$ cat src/pkg/crc_defines.svh
// constants of the clock ratio control block
// Operation
// control register is 16 bits, word accesses only.
// external power-on reset restores fields; watchdog overflow reset keeps them.
// reserved bits read zero; software writes zero there.
// keep bit resets to one; cleared holds bus clock pin low in standby.
// keep set and mode 1 or 5: external clock drives bus pin in standby.
// entering standby with keep set, bus pin low two peripheral cycles.
// multiplier field resets to 000; 000 is x1, 001 is x2.
// divider field resets to 011; 000 /1, 001 /2, 011 /4.
// peripheral clock divides the first PLL output, not the input.
// processor clock rate changes only via the multiplier.
// peripheral rate changes via multiplier or divider, both software set.
// multiplier change stops clocks until watchdog overflow, then resumes.
// divider-only change applies at once, no watchdog pause.
// with mode-change arm set, writes apply only after standby exit.
// modes 1,5 take external clock; 2,6 crystal; 1,2 x4, 5,6 x2. Code applies no x4 or x2 factor.
// reset value 0x1003; writes to reserved bits are dropped.
// new ratios take effect only on a clean clock boundary.
`ifndef CRC_DEFINES_SVH
`define CRC_DEFINES_SVH

`define CRC_CTRL_OFF    12'h000
`define CRC_STAT_OFF    12'h004
`define CRC_RESET_VAL   16'h1003
`define CRC_WR_MASK     16'h1707
`define CRC_KEEP_BIT    12
`define CRC_MULT_MSB    10
`define CRC_MULT_LSB    8
`define CRC_DIV_MSB     2
`define CRC_DIV_LSB     0
`define CRC_MULT_X1     3'h0
`define CRC_MULT_X2     3'h1
`define CRC_DIV_1       3'h0
`define CRC_DIV_2       3'h1
`define CRC_DIV_4       3'h3
`define CRC_MODE_EXT_X4 3'h1
`define CRC_MODE_XTL_X4 3'h2
`define CRC_MODE_EXT_X2 3'h5
`define CRC_MODE_XTL_X2 3'h6
`define CRC_PH_LAST     3'h7
`define CRC_PH_HALF     3'h3
`define CRC_GAP_TICKS   2'h2

`endif

$ cat src/pkg/crc_pkg.sv
// types of the clock ratio control block
package crc_pkg;
   typedef enum logic [3:0]
   {
      CRC_RUN  = 4'b0001,
      CRC_LOCK = 4'b0010,
      CRC_GAP  = 4'b0100,
      CRC_STBY = 4'b1000
   } crc_state_t;
endpackage

$ cat src/verilog/crc_clk_div.sv
// selectable divider of a tick stream by 1, 2 or 4
`timescale 1ns/100ps
`include "crc_defines.svh"
module crc_clk_div
(
   input  wire logic       pclk,
   input  wire logic       presetn,
   input  wire logic       tick_in,
   input  wire logic [2:0] ratio,
   output logic            tick_out
);
   logic [1:0] cnt;

   always_ff @(posedge pclk or negedge presetn)
   begin
      if (!presetn)
         cnt <= 2'h0;
      else if (tick_in)
         cnt <= cnt + 2'h1;
   end

   // output held in a flop so the consumer sees a clean one-cycle enable
   always_ff @(posedge pclk or negedge presetn)
   begin
      if (!presetn)
         tick_out <= 1'b0;
      else
         tick_out <= tick_in && ((ratio == `CRC_DIV_1) ||
                                 (ratio == `CRC_DIV_2 && cnt[0]) ||
                                 (ratio == `CRC_DIV_4 && cnt == 2'h3));
   end
endmodule

$ cat src/verilog/crc_clock_ratio.sv
// clock ratio control register with clock enable generation
`timescale 1ns/100ps
`include "crc_defines.svh"
module crc_clock_ratio
   import crc_pkg::*;
(
   input  wire logic        pclk,
   input  wire logic        presetn,
   input  wire logic        psel,
   input  wire logic        penable,
   input  wire logic        pwrite,
   input  wire logic [11:0] paddr,
   input  wire logic [31:0] pwdata,
   input  wire logic [3:0]  pstrb,
   output logic [31:0]      prdata,
   output logic             pready,
   output logic             pslverr,
   input  wire logic        wdt_reset,
   input  wire logic        wdt_overflow,
   input  wire logic        mode_change_arm,
   input  wire logic        standby_req,
   input  wire logic [2:0]  clock_mode,
   input  wire logic        external_clock_in_pin,
   output logic             bus_clock_out_pin,
   output logic             cpu_clk_en,
   output logic             periph_clk_en,
   output logic             wdt_run
);
   logic [15:0] clock_ratio_control;
   logic [2:0]  act_mult;
   logic [2:0]  act_div;
   logic [2:0]  ph;
   logic        apply_pend;
   logic [1:0]  gap_cnt;
   logic        ext_meta;
   logic        ext_sync;
   logic        pll1_tick;
   logic        div_feed;
   crc_state_t  state;
   crc_state_t  next_state;

   wire         acc      = psel && penable && pready;
   wire         hit_ctrl = (paddr == `CRC_CTRL_OFF);
   wire         hit_stat = (paddr == `CRC_STAT_OFF);
   wire         word_ok  = (pstrb[1:0] == 2'h3);
   wire         wr_ctrl  = acc && pwrite && hit_ctrl && word_ok;
   wire         bound    = (ph == `CRC_PH_LAST);
   wire         keep     = clock_ratio_control[`CRC_KEEP_BIT];
   wire [2:0]   reg_mult = clock_ratio_control[`CRC_MULT_MSB:`CRC_MULT_LSB];
   wire [2:0]   reg_div  = clock_ratio_control[`CRC_DIV_MSB:`CRC_DIV_LSB];
   wire         ext_mode = (clock_mode == `CRC_MODE_EXT_X4) ||
                           (clock_mode == `CRC_MODE_EXT_X2);

   ////////////////////////////////////////////////////////////////////////
   // apb slave

   always_ff @(posedge pclk or negedge presetn)
   begin
      if (!presetn)
         pready <= 1'b0;
      else
         pready <= psel && !penable && !pready;
   end

   // writes that do not strobe both low byte lanes (pstrb[1:0]) are refused with an error
   always_ff @(posedge pclk or negedge presetn)
   begin
      if (!presetn)
         pslverr <= 1'b0;
      else if (psel && !penable && !pready)
         pslverr <= !(hit_ctrl || hit_stat) || (pwrite && !word_ok);
      else
         pslverr <= 1'b0;
   end

   always_ff @(posedge pclk or negedge presetn)
   begin
      if (!presetn)
         prdata <= 32'h0000_0000;
      else if (psel && !penable && !pready && !pwrite && hit_ctrl)
         prdata <= {16'h0000, clock_ratio_control};
      else if (psel && !penable && !pready && !pwrite && hit_stat)
         prdata <= {16'h0000, ext_sync, apply_pend, 2'h0, state,
                    1'b0, act_mult, 1'b0, act_div};
      else
         prdata <= 32'h0000_0000;
   end

   ////////////////////////////////////////////////////////////////////////
   // control register; only the external reset restores it, to 0x1003

   always_ff @(posedge pclk or negedge presetn)
   begin
      if (!presetn)
         clock_ratio_control <= `CRC_RESET_VAL;
      else if (wr_ctrl)
         clock_ratio_control <= pwdata[15:0] & `CRC_WR_MASK;
   end

   // a write while armed waits for the standby exit instead
   always_ff @(posedge pclk or negedge presetn)
   begin
      if (!presetn)
         apply_pend <= 1'b0;
      else if (wr_ctrl && !mode_change_arm)
         apply_pend <= 1'b1;
      else if (state == CRC_RUN && bound)
         apply_pend <= 1'b0;
   end

   ////////////////////////////////////////////////////////////////////////
   // external clock input synchroniser

   always_ff @(posedge pclk or negedge presetn)
   begin
      if (!presetn)
      begin
         ext_meta <= 1'b0;
         ext_sync <= 1'b0;
      end
      else
      begin
         ext_meta <= external_clock_in_pin;
         ext_sync <= ext_meta;
      end
   end

   ////////////////////////////////////////////////////////////////////////
   // bus clock phase; eight pclk cycles per bus clock

   always_ff @(posedge pclk or negedge presetn)
   begin
      if (!presetn)
         ph <= 3'h0;
      else
         ph <= ph + 3'h1;
   end

   ////////////////////////////////////////////////////////////////////////
   // sequencer

   always_comb
   begin
      next_state = state;
      case (state)
         CRC_RUN:
            if (bound && apply_pend && reg_mult != act_mult)
               next_state = CRC_LOCK;
            else if (bound && standby_req)
               next_state = keep ? CRC_GAP : CRC_STBY;
         CRC_LOCK:
            if (wdt_overflow)
               next_state = CRC_RUN;
         CRC_GAP:
            if (gap_cnt == `CRC_GAP_TICKS)
               next_state = CRC_STBY;
         CRC_STBY:
            if (!standby_req && bound)
               next_state = CRC_RUN;
         default:
            next_state = CRC_RUN;
      endcase
   end

   // watchdog reset restarts the sequencer but leaves the register alone
   always_ff @(posedge pclk or negedge presetn)
   begin
      if (!presetn)
         state <= CRC_RUN;
      else if (wdt_reset)
         state <= CRC_RUN;
      else
         state <= next_state;
   end

   always_ff @(posedge pclk or negedge presetn)
   begin
      if (!presetn)
         gap_cnt <= 2'h0;
      else if (state != CRC_GAP)
         gap_cnt <= 2'h0;
      else if (periph_clk_en)
         gap_cnt <= gap_cnt + 2'h1;
   end

   ////////////////////////////////////////////////////////////////////////
   // active ratios, changed on a bus clock boundary except at relock end and on watchdog reset

   always_ff @(posedge pclk or negedge presetn)
   begin
      if (!presetn)
         act_mult <= `CRC_MULT_X1;
      else if (wdt_reset)
         act_mult <= reg_mult;
      else if (state == CRC_LOCK && wdt_overflow)
         act_mult <= reg_mult;
      else if (state == CRC_STBY && next_state == CRC_RUN)
         act_mult <= reg_mult;
   end

   always_ff @(posedge pclk or negedge presetn)
   begin
      if (!presetn)
         act_div <= `CRC_DIV_4;
      else if (wdt_reset)
         act_div <= reg_div;
      else if (state == CRC_RUN && bound && apply_pend && reg_mult == act_mult)
         act_div <= reg_div;
      else if (state == CRC_LOCK && wdt_overflow)
         act_div <= reg_div;
      else if (state == CRC_STBY && next_state == CRC_RUN)
         act_div <= reg_div;
   end

   ////////////////////////////////////////////////////////////////////////
   // clock enables

   // x1 ticks once per bus period, x2 twice
   assign pll1_tick = bound || (act_mult == `CRC_MULT_X2 && ph == `CRC_PH_HALF);
   assign div_feed  = pll1_tick && (state == CRC_RUN || state == CRC_GAP);

   always_ff @(posedge pclk or negedge presetn)
   begin
      if (!presetn)
         cpu_clk_en <= 1'b0;
      else
         cpu_clk_en <= div_feed;
   end

   crc_clk_div u_div
   (
      .pclk     (pclk),
      .presetn  (presetn),
      .tick_in  (div_feed),
      .ratio    (act_div),
      .tick_out (periph_clk_en)
   );

   // watchdog counts only while the clocks are held for relock
   always_ff @(posedge pclk or negedge presetn)
   begin
      if (!presetn)
         wdt_run <= 1'b0;
      else
         wdt_run <= (next_state == CRC_LOCK) && !wdt_reset;
   end

   // crystal modes have no bypass path, so the pin rests low there
   always_ff @(posedge pclk or negedge presetn)
   begin
      if (!presetn)
         bus_clock_out_pin <= 1'b0;
      else if (state == CRC_GAP)
         bus_clock_out_pin <= 1'b0;
      else if (state == CRC_STBY)
         bus_clock_out_pin <= keep && ext_mode && ext_sync;
      else
         bus_clock_out_pin <= !ph[2];
   end

   ////////////////////////////////////////////////////////////////////////
   // checks

   a_word_only : assert property (@(posedge pclk) disable iff (!presetn)
      (acc && pwrite && hit_ctrl && !word_ok) |=> $stable(clock_ratio_control))
      else $error("partial write changed the register");

   a_rsvd_zero : assert property (@(posedge pclk) disable iff (!presetn)
      (clock_ratio_control & ~`CRC_WR_MASK) == 16'h0000)
      else $error("reserved bit set");

   a_keep_low : assert property (@(posedge pclk) disable iff (!presetn)
      (state == CRC_STBY && !keep) |=> !bus_clock_out_pin)
      else $error("bus clock not low in standby");

   a_ext_pass : assert property (@(posedge pclk) disable iff (!presetn)
      (state == CRC_STBY && keep && ext_mode) |=> bus_clock_out_pin == $past(ext_sync))
      else $error("external clock not passed through");

   a_gap_low : assert property (@(posedge pclk) disable iff (!presetn)
      (state == CRC_RUN && next_state == CRC_GAP && !wdt_reset)
      |=> (state == CRC_GAP) [*2] ##0 !bus_clock_out_pin)
      else $error("standby gap too short");

   a_lock_stop : assert property (@(posedge pclk) disable iff (!presetn)
      (state == CRC_LOCK) ##1 (state == CRC_LOCK) |-> !cpu_clk_en && wdt_run)
      else $error("clock ran during relock");

   a_arm_hold : assert property (@(posedge pclk) disable iff (!presetn)
      (wr_ctrl && mode_change_arm && !apply_pend && state == CRC_RUN && !wdt_reset)
      |=> $stable(act_mult) && $stable(act_div))
      else $error("armed write changed the clock");

   a_div_bound : assert property (@(posedge pclk) disable iff (!presetn)
      (!$stable(act_div) && $past(state) == CRC_RUN && !$past(wdt_reset))
      |-> $past(ph) == `CRC_PH_LAST)
      else $error("divider changed off boundary");

   a_cpu_rate : assert property (@(posedge pclk) disable iff (!presetn)
      (cpu_clk_en && act_mult == `CRC_MULT_X1 && $stable(act_mult))
      |-> $past(ph) == `CRC_PH_LAST)
      else $error("x1 processor tick off phase");
endmodule
$ cat config.mk
export PLATFORM = sky130hd
export DESIGN_NAME = crc_clock_ratio
export DESIGN_NICKNAME = d
export VERILOG_FILES = /design/src/pkg/crc_pkg.sv /design/src/verilog/crc_clk_div.sv /design/src/verilog/crc_clock_ratio.sv
export VERILOG_INCLUDE_DIRS = /design/src /design/src/pkg
export SDC_FILE = /design/constraint.sdc
export NUM_CORES = 1
export LEC_CHECK = 0
export BUFFER_PORTS_ARGS = -buffer_cell sky130_fd_sc_hd__buf_2
export CAP_MARGIN = 10
export CORE_MARGIN = 3
export CORE_UTILIZATION = 35
export DETAILED_ROUTE_END_ITERATION = 10
export GPL_TIMING_DRIVEN = 0
export SLEW_MARGIN = 30
export SYNTH_ARGS = -nofsm -noshare
export SYNTH_HDL_FRONTEND = slang
export SYNTH_SLANG_ARGS = --single-unit
$ cat constraint.sdc
create_clock -name pclk -period 2.4 [get_ports pclk]
set_input_delay 0.24 -clock pclk [delete_from_list [all_inputs] [get_ports pclk]]
set_output_delay 0.24 -clock pclk [all_outputs]
set_load 0.01 [all_outputs]
## Yosys cells after proc, flatten, opt, wreduce, memory -nomap -nowiden

Index checks and enable logic that the tools add are counted.

- Flip-flop bits (word level): 65
- Input port bits: 61
- Word-level logic and storage cells: 115

- $add $sub $neg: 3
- Equal/unequal tests: 20
- Mux-type cells: 24
- Reduce and logical (&&, ||, !) cells: 51

Operator list:

| operator | count |
|---|---|
| 2-to-1 mux 32 bit | 1 |
| logical AND 1 bit | 29 |
| 2-to-1 mux 4 bit | 7 |
| 2-to-1 mux 3 bit | 7 |
| 2-to-1 mux 16 bit | 1 |
| case mux 4 bit (4 select lines) | 1 |
| equality test 12 x 3 -> 1 bit, second input constant | 1 |
| zero test 12 bit | 1 |
| equality test 3 x 1 -> 1 bit, second input constant | 3 |
| zero test 1 bit | 9 |
| equality test 4 x 1 -> 1 bit, second input constant | 2 |
| equality test 4 x 2 -> 1 bit, second input constant | 2 |
| logical OR 1 bit | 7 |
| equality test 2 bit, second input constant | 3 |
| equality test 3 x 2 -> 1 bit, second input constant | 2 |
| equality test 3 bit, second input constant | 2 |
| 2-to-1 mux 1 bit | 5 |
| adder 2 x 1 -> 2 bit, second input constant | 2 |
| equality test 4 x 3 -> 1 bit, second input constant | 1 |
| equality test 4 bit, second input constant | 1 |
| 2-to-1 mux 2 bit | 2 |
| inequality test 4 x 3 -> 1 bit, second input constant | 1 |
| nonzero test 2 bit | 2 |
| nonzero test 4 bit | 1 |
| other kinds (5) | 5 |

## Depth between registers and ports, before layout

Gate-level depths: netlist of the first run.

- Word-level depth: 11
- Mapped depth: 7
- Mapped depth without buffers: 6

## By module

A second synthesis of the first run with hierarchy kept.

- Cells, all modules: 174
- Area, all modules: 2119.5 µm²

By module, submodules not included:

| module | times used | cells each | area an instance (µm²) |
|---|---|---|---|
| crc_clock_ratio | 1 | 164 | 1986.9 |
| crc_clk_div | 1 | 10 | 132.6 |

## Worst setup path after synthesis of the first run

OpenSTA, ideal clock, no wires.

- Kind: register -> register
- Start: register ph[0]
- End: register act_div[2]
- Arrival time: 1.816 ns
- Slack: 0.460 ns
- Cell stages (with the launch flop): 8
- Path buffers: 1
- Period minus slack after synthesis: 1.940 ns
- Cells stage by stage: dfrtp_1 -> ha_1 -> ha_1 -> clkbuf_1 -> nor2b_1 -> a221oi_2 -> o21ai_2 -> mux2_2

- Word-level cells in the longest chain between the ends: 8
- Elaborated cells between the ends (all ways): 17

RTL lines:

| what | line | text |
|---|---|---|
| start: declaration | crc_clock_ratio.sv:32 | `logic [2:0] ph;` |
| start signal: assignment | crc_clock_ratio.sv:136 | `ph <= ph + 3'h1;` |
| equality test 3 bit (no line) (*) | -- |  |
| logical AND 1 bit (on tied branches) | crc_clock_ratio.sv:149, crc_clock_ratio.sv:147 |  |
| 2-to-1 mux 4 bit or logical AND 1 bit (tied branches) | crc_clock_ratio.sv:149, crc_clock_ratio.sv:147 |  |
| 2-to-1 mux 4 bit | crc_clock_ratio.sv:147 | `if (bound && apply_pend && reg_mult != act_mult)` |
| case mux 4 bit (4 select lines) | crc_clock_ratio.sv:145 | `case (state)` |
| equality test 4 x 1 -> 1 bit | crc_clock_ratio.sv:211 | `else if (state == CRC_STBY && next_state == CRC_RUN)` |
| logical AND 1 bit | crc_clock_ratio.sv:211 |  |
| nonzero test 4 bit (no line) | -- |  |
| end signal: assignment | crc_clock_ratio.sv:208 | `act_div <= reg_div;` |
| end signal: assignment | crc_clock_ratio.sv:210 | `act_div <= reg_div;` |
| end signal: assignment | crc_clock_ratio.sv:212 | `act_div <= reg_div;` |
| end: declaration | crc_clock_ratio.sv:31 | `logic [2:0] act_div;` |

Every way passes the cells marked *; elsewhere a longest branch is shown, timed or not.
A chain may end at the register's enable or synchronous reset.

## Final worst setup path of the first run

Ends and elaborated chain as after synthesis.

==> results of run 1 <==
## worst max-delay path, stage by stage, from the launching register on
cell and delay, ns:
dfrtp_1 0.38, ha_1 0.22, ha_1 0.18, clkbuf_1 0.18, nor2b_1 0.19, a221oi_2 0.42
o21ai_2 0.17, mux2_2 0.30
## power breakdown
group,leakage [nW],internal [mW],switching [mW]
clock,0.0482,0.233,0.250
sequential,0.601,0.786,0.00826
combinational,0.738,0.0568,0.0597
total,1.39,1.08,0.318
## synth_stat cells, drive strengths merged
| cell type | n |
|---|---|
| a211oi | 1 |
| a21boi | 1 |
| a21o | 1 |
| a21oi | 7 |
| a221o | 1 |
| a221oi | 1 |
| a22o | 6 |
| a22oi | 1 |
| a311oi | 1 |
| a31oi | 1 |
| and2 | 8 |
| buf | 22 |
| clkbuf | 2 |
| conb | 1 |
| dfrtp | 40 |
| dfstp | 6 |
| ha | 5 |
| inv | 9 |
| mux2 | 14 |
| mux2i | 1 |
| nand2 | 8 |
| nand2b | 1 |
| nand3 | 4 |
| nand4 | 1 |
| nand4b | 1 |
| nor2 | 5 |
| nor2b | 1 |
| nor3 | 4 |
| nor4 | 4 |
| nor4b | 4 |
| nor4bb | 1 |
| o21ai | 3 |
| o2bb2ai | 1 |
| o31ai | 1 |
| or4 | 1 |
| or4b | 1 |
| xnor2 | 6 |
## per-layer routing
metal	global-route usage, %	routed length, microns	up-vias
li1	-	-	732
met1	15.1	1840	681
met2	20.1	1970	42
met3	3.55	230	7
met4	3.51	54	0
met5	0	0	-
## metrics by stage
stage | hold WS, ns | worst slack [ns] | area (sq um) | util (%) | total power [mW]
floorplan | -0.0556 | 0.460 | 2200 | - | 0.872
global placement | 0.339 | 0.266 | 2540 | 44.4 | 0.923
detailed placement | 0.279 | 0.266 | 2540 | 44.6 | 0.926
CTS | 0.0477 | 0.249 | 2650 | 46.4 | 1.41
global route | 0.0390 | 0.0844 | 2650 | 46.4 | 1.46
finish | 0.0528 | 0.253 | 2650 | 46.4 | 1.39
## final cells by class
cell class	count	area (sq um)
flip-flops and latches	46	1160
well taps	72	90.1
repair buffers	51	263
inverters	9	33.8
multi-input cells	115	840
fillers	555	3060
plain buffers	24	170
clock buffers	7	86.3
clock inverters	1	5.00
## cell usage in the layout (no fill, tap or decap), types with 2 or more instances in the layout
cell	count
nor4_1	3
nor2_1	5
mux2_4	7
a21oi_1	7
clkbuf_1	3
ha_1	5
nand3_1	4
o21ai_0	2
nand2_1	8
dfstp_2	6
buf_2	50
a22o_1	6
buf_4	20
and2_1	8
mux2_2	7
dfrtp_1	40
clkbuf_8	6
nor3_1	4
conb_1	19
xnor2_1	6
nor4b_1	3
inv_1	9
## flip-flops by register name, indices dropped and copies added (netlist names), 2 cells and up
register,cells
act_div,3
act_mult,3
clock_ratio_control,7
gap_cnt,2
ph,3
prdata,13
state,4
u_div.cnt,2
## timing repair
| action | 4_1_cts | 5_1_grt |
|---|---|---|
| hold endpoints to repair | 40 | 0 |
| gates resized for setup | 0 | 0 |
| hold buffers | 1 | 0 |
## final timing paths
check                                     endpoint             startpoint  depth (start not counted)
max                                     act_div[2]                  ph[0]                          7
min                                       ext_meta  external_clock_in_pin                          1
max reg2reg                             act_div[2]                  ph[0]                          7
min reg2reg                               ext_sync               ext_meta                          0
max in group asynchronous  clock_ratio_control[12]                presetn                          2
min in group asynchronous               prdata[12]                presetn                          2
## cell families after synthesis
group | Yosys count | share of synthesized area [%]
other cells | 1 | 0.176
simple gates | 44 | 12.2
compound gates | 26 | 9.05
buf+inv | 33 | 9.58
mux | 15 | 9.11
flops | 46 | 54.4
xor+xnor | 6 | 2.47
fa+ha+maj | 5 | 2.94
==> flow_summary.toml, run 1 <==
[global_route]
grt_pass1_vias = 1401
grt_max_degree = 47
grt_pass1_wl_microns = 6710
grtUsageTotal_pct = 12.1
antenna_found_initial = 0
grt.overflow.total = 0

[place]
place.gp.congestion = 0.815
port_buffers = 50
hpwl_microns = 3110
dp_cells = 316

[yosys]
avgSynthCellArea_sq_um = 12.1
syn_area_sq_um = 2130
yosys_warnings = 0
yosysSeqAreaShare_pct = 54.4
synth_top_cell_by_area = "dfrtp_1"
synth.area.top_cells = "dfrtp_1 (47%), dfstp_2 (7.4%), buf_4 (6.7%), mux2_4 (4.9%), mux2_2 (3.7%)"
yosys.cell_types.count = 43
ys_ff_latch = 46
synth_top_area_share_pct = 47.0
syn-instance-count = 176

[die]
die_width_microns = 84.0
num_io_pins = 99
core-area_sq_um = 5710
die_y_microns = 84.0
rows = 27
die_area_sq_um = 7050
floorplan.initialDensity_pct = 37.3

[timing]
timing.fmax_ghz = 0.466
final.period_utilization_pct = 89.5
slew_violations = 0
min_period_ns = 2.15
finalSetupViolCount = 0
tns_ns = 0
slew_headroom_pct = 48.5
rsz0062_at_grt = "false"
hold_violations = 0
tightest_slew_ns = 0.766
skew_ns = 0.00609

[detailed_routing]
routedWlPerCell_microns = 12.6
first_pass_iters = 4
drt_iter0_drc = 51
drc = 0
drt-total-wl_microns = 4100
routed_via_density = 4.50
via_count = 1462
ant_nets = 0

[clock_network]
cts_sinks = 46
clock_latency_ns = 0.30
clockBufferDepth = 2
cts_root_buf = "clkbuf_8"
post-cts-setup-buffers = 0
h-tree-depth = 2
cts_made_buffers = 5
cts.reportedPaths.clkPinSlew_ns = 0.08
cts_tree = "done"

[worst_setup_path]
path_class = "flop to flop"
end_kind = "flop"
required_ns = 2.58
setup.worst_path.start_class = "flop"
crit_arrival_ns = 2.33
ff2ff_setup_slack_ns = 0.25
crit_fanout = 9

[cells_and_area]
drive_above_1_share_pct = 40.7
final_nets = 318
diodes = 0
area_delta_synth_final_pct = 24.3
layoutNonFillerInstCount = 325

[min_path]
hold_path_class = "primary input to flop"

[run_status]
status = "finished, final reports clean"

[pwr]
p_leak_nw = 1.39
power.density_nw_per_um2 = 526
peakVddDrop_uv = 291

[run]
cap_violations = 0
Note: power is estimated with default switching activity, not from simulation.
==> run 2: changes to the inputs <==
Settings changed: SYNTH_HIERARCHICAL set to 1.
==> run 2 against run 1 <==
- synthesized cell count decreased by 1.1%
- non-clock buffer count unchanged
- sequential share of layout area increased by 0.083 points
- sequential power about the same
- final cell count decreased by 0.31%
- global-route usage about the same
- clock power decreased by 6.4%
- worst hold slack got worse by 0.0024 ns
- combinational power about the same
- clock skew decreased by 0.0019 ns
- critical path type unchanged
- highest routed layer unchanged
- critical path depth decreased by 3
- routed wire length decreased by 3.5%
==> flow_summary.toml, run 2 <==
[clock_network]
cts_root_buf = "clkbuf_8"
cts.reportedPaths.clkPinSlew_ns = 0.08
clockBufferDepth = 2
h-tree-depth = 2
cts_tree = "done"
cts_sinks = 46
clock_latency_ns = 0.29
post-cts-setup-buffers = 0
cts_made_buffers = 5

[timing]
slew_headroom_pct = 49.1
tns_ns = 0
final.period_utilization_pct = 93.1
slew_violations = 0
tightest_slew_ns = 0.753
finalSetupViolCount = 0
timing.fmax_ghz = 0.448
min_period_ns = 2.23
rsz0062_at_grt = "false"
skew_ns = 0.00415
hold_violations = 0

[place]
place.gp.congestion = 0.811
dp_cells = 315
port_buffers = 51
hpwl_microns = 3020

[worst_setup_path]
ff2ff_setup_slack_ns = 0.17
slowest_delay_ns = 0.76
setup.worst_path.start_class = "flop"
crit_fanout = 8
cpMaxStageDelayCell = "or4b_2"
crit_chain = "clkbuf_1 > or4b_2 > a21oi_1 > mux2_2"
path_class = "flop to flop"
end_kind = "flop"
crit_arrival_ns = 2.41
required_ns = 2.58

[global_route]
grt.overflow.total = 0
grt_pass1_vias = 1376
antenna_found_initial = 0
grt_max_degree = 47
grtUsageTotal_pct = 12.0
grt_pass1_wl_microns = 6710

[detailed_routing]
ant_nets = 0
routedWlPerCell_microns = 12.2
drt-total-wl_microns = 3960
drc = 0
first_pass_iters = 4
routed_via_density = 4.40
drt_iter0_drc = 23
via_count = 1424

[cells_and_area]
diodes = 0
drive_above_1_share_pct = 40.9
seq_area_sq_um = 1160
largest_reg_flops = 13
final_common_cell = "buf_2"
nFillCells = 551
mostFrequentLayoutCells = "buf_2 (51), dfrtp_1 (40), buf_4 (20)"
multi_input_area_sq_um = 841
largest-register = "prdata"
layoutNonFillerInstCount = 324
area_delta_synth_final_pct = 24.6
final_nets = 317
reg_top3 = "prdata (13), clock_ratio_control (7), state (4)"

[yosys]
synth_top_area_share_pct = 47.2
syn_area_sq_um = 2120
synth-main-ff-cell = "dfrtp_1"
yosys.cell_types.count = 44
avgSynthCellArea_sq_um = 12.2
synth.area.top_cells = "dfrtp_1 (47%), dfstp_2 (7.4%), buf_4 (6.7%), mux2_4 (5.0%), mux2_2 (3.7%)"
synth_top_cell_by_area = "dfrtp_1"
yosys_warnings = 6
syn-instance-count = 174
async_reset_ff_share_pct = 100
yosysSeqAreaShare_pct = 54.7
ys_ff_latch = 46
synth-edff-count = 0
yosysMostFrequentCell = "dfrtp_1"
synth_commonest_cells = "dfrtp_1 (40), buf_4 (19), and2_1 (9), inv_1 (9), nor2_1 (9)"

[die]
rows = 27
die_area_sq_um = 7030
die_y_microns = 83.8
core-area_sq_um = 5680
floorplan.initialDensity_pct = 37.3
die_width_microns = 83.8
num_io_pins = 99

[pwr]
power.density_nw_per_um2 = 516
peakVddDrop_uv = 346
p_leak_nw = 1.40

[min_path]
hold_path_class = "primary input to flop"

[run]
cap_violations = 0

[run_status]
status = "finished, final reports clean"
-- run 2: power breakdown --
group / leakage [nW] / switching, mW / internal (mW)
Clock: 0.0385 / 0.245 / 0.206
Sequential: 0.601 / 0.00716 / 0.787
Combinational: 0.765 / 0.0611 / 0.0576
Total: 1.40 / 0.313 / 1.05
-- run 2: final timing paths --
check / start / end / cells past startpoint
max in group asynchronous: presetn / clock_ratio_control[1] / 2
max reg2reg: state[1] / u_div/cnt[1] / 4
min: external_clock_in_pin / ext_meta / 1
max: state[1] / u_div/cnt[1] / 4
min in group asynchronous: presetn / prdata[9] / 2
min reg2reg: ext_meta / ext_sync / 0
-- run 2: worst max-delay path: cells and delay by family (launching register included) --
family	cells	cell delay [ns]
muxes	1	0.38
DFF	1	0.37
buffers and inverters	1	0.20
and+or+nand+nor	1	0.76
AOI/OAI and AO/OA	1	0.41
-- run 2: area by class of cell --
type	count	area share, %
Sequential cell	46	43.9
Multi-Input combinational cell	114	31.8
Timing Repair Buffer	52	10.1
Buffer	23	6.30
Tap cell	72	3.41
Clock buffer	7	2.89
Inverter	9	1.28
Clock inverter	1	0.284
-- run 2: metrics by stage --
stage / power, mW / cell area, sq um / worst slack, ns / hold WS [ns] / utilization (%)
global placement: 0.924 / 2530 / 0.203 / 0.337 / 44.6
detailed placement: 0.926 / 2540 / 0.208 / 0.284 / 44.8
global route: 1.43 / 2640 / 0.0202 / 0.0343 / 46.5
floorplan: 0.873 / 2190 / 0.465 / -0.0556 / -
CTS: 1.38 / 2640 / 0.177 / 0.0399 / 46.4
finish: 1.36 / 2640 / 0.166 / 0.0505 / 46.5
-- run 2: logic make-up after synthesis --
family                     count (synthesis)  share of synthesized area (%)
adders and majority gates                  5                           2.95
buffers and inverters                     32                           9.45
DFF                                       46                           54.7
AOI/OAI and AO/OA                         23                           8.15
and+or+nand+nor                           45                           12.5
xor gates and xnor gates                   6                           2.48
other                                      1                          0.177
muxes                                     16                           9.62
-- run 2: per-layer routing --
layer / global-route usage [%] / vias up / part of all wire (%)
li1: - / 723 / -
met1: 14.8 / 659 / 43
met2: 20.3 / 35 / 50
met3: 3.16 / 7 / 5.5
met4: 4.39 / 0 / 1.4
met5: 0 / - / 0
-- run 2: repair_timing --
| item | in CTS | in global routing |
|---|---|---|
| endpoints found under the setup margin | 0 | 1 |
| gates resized for setup | 0 | 1 |
| hold endpoints to repair | 40 | 0 |
| hold buffers | 1 | 0 |
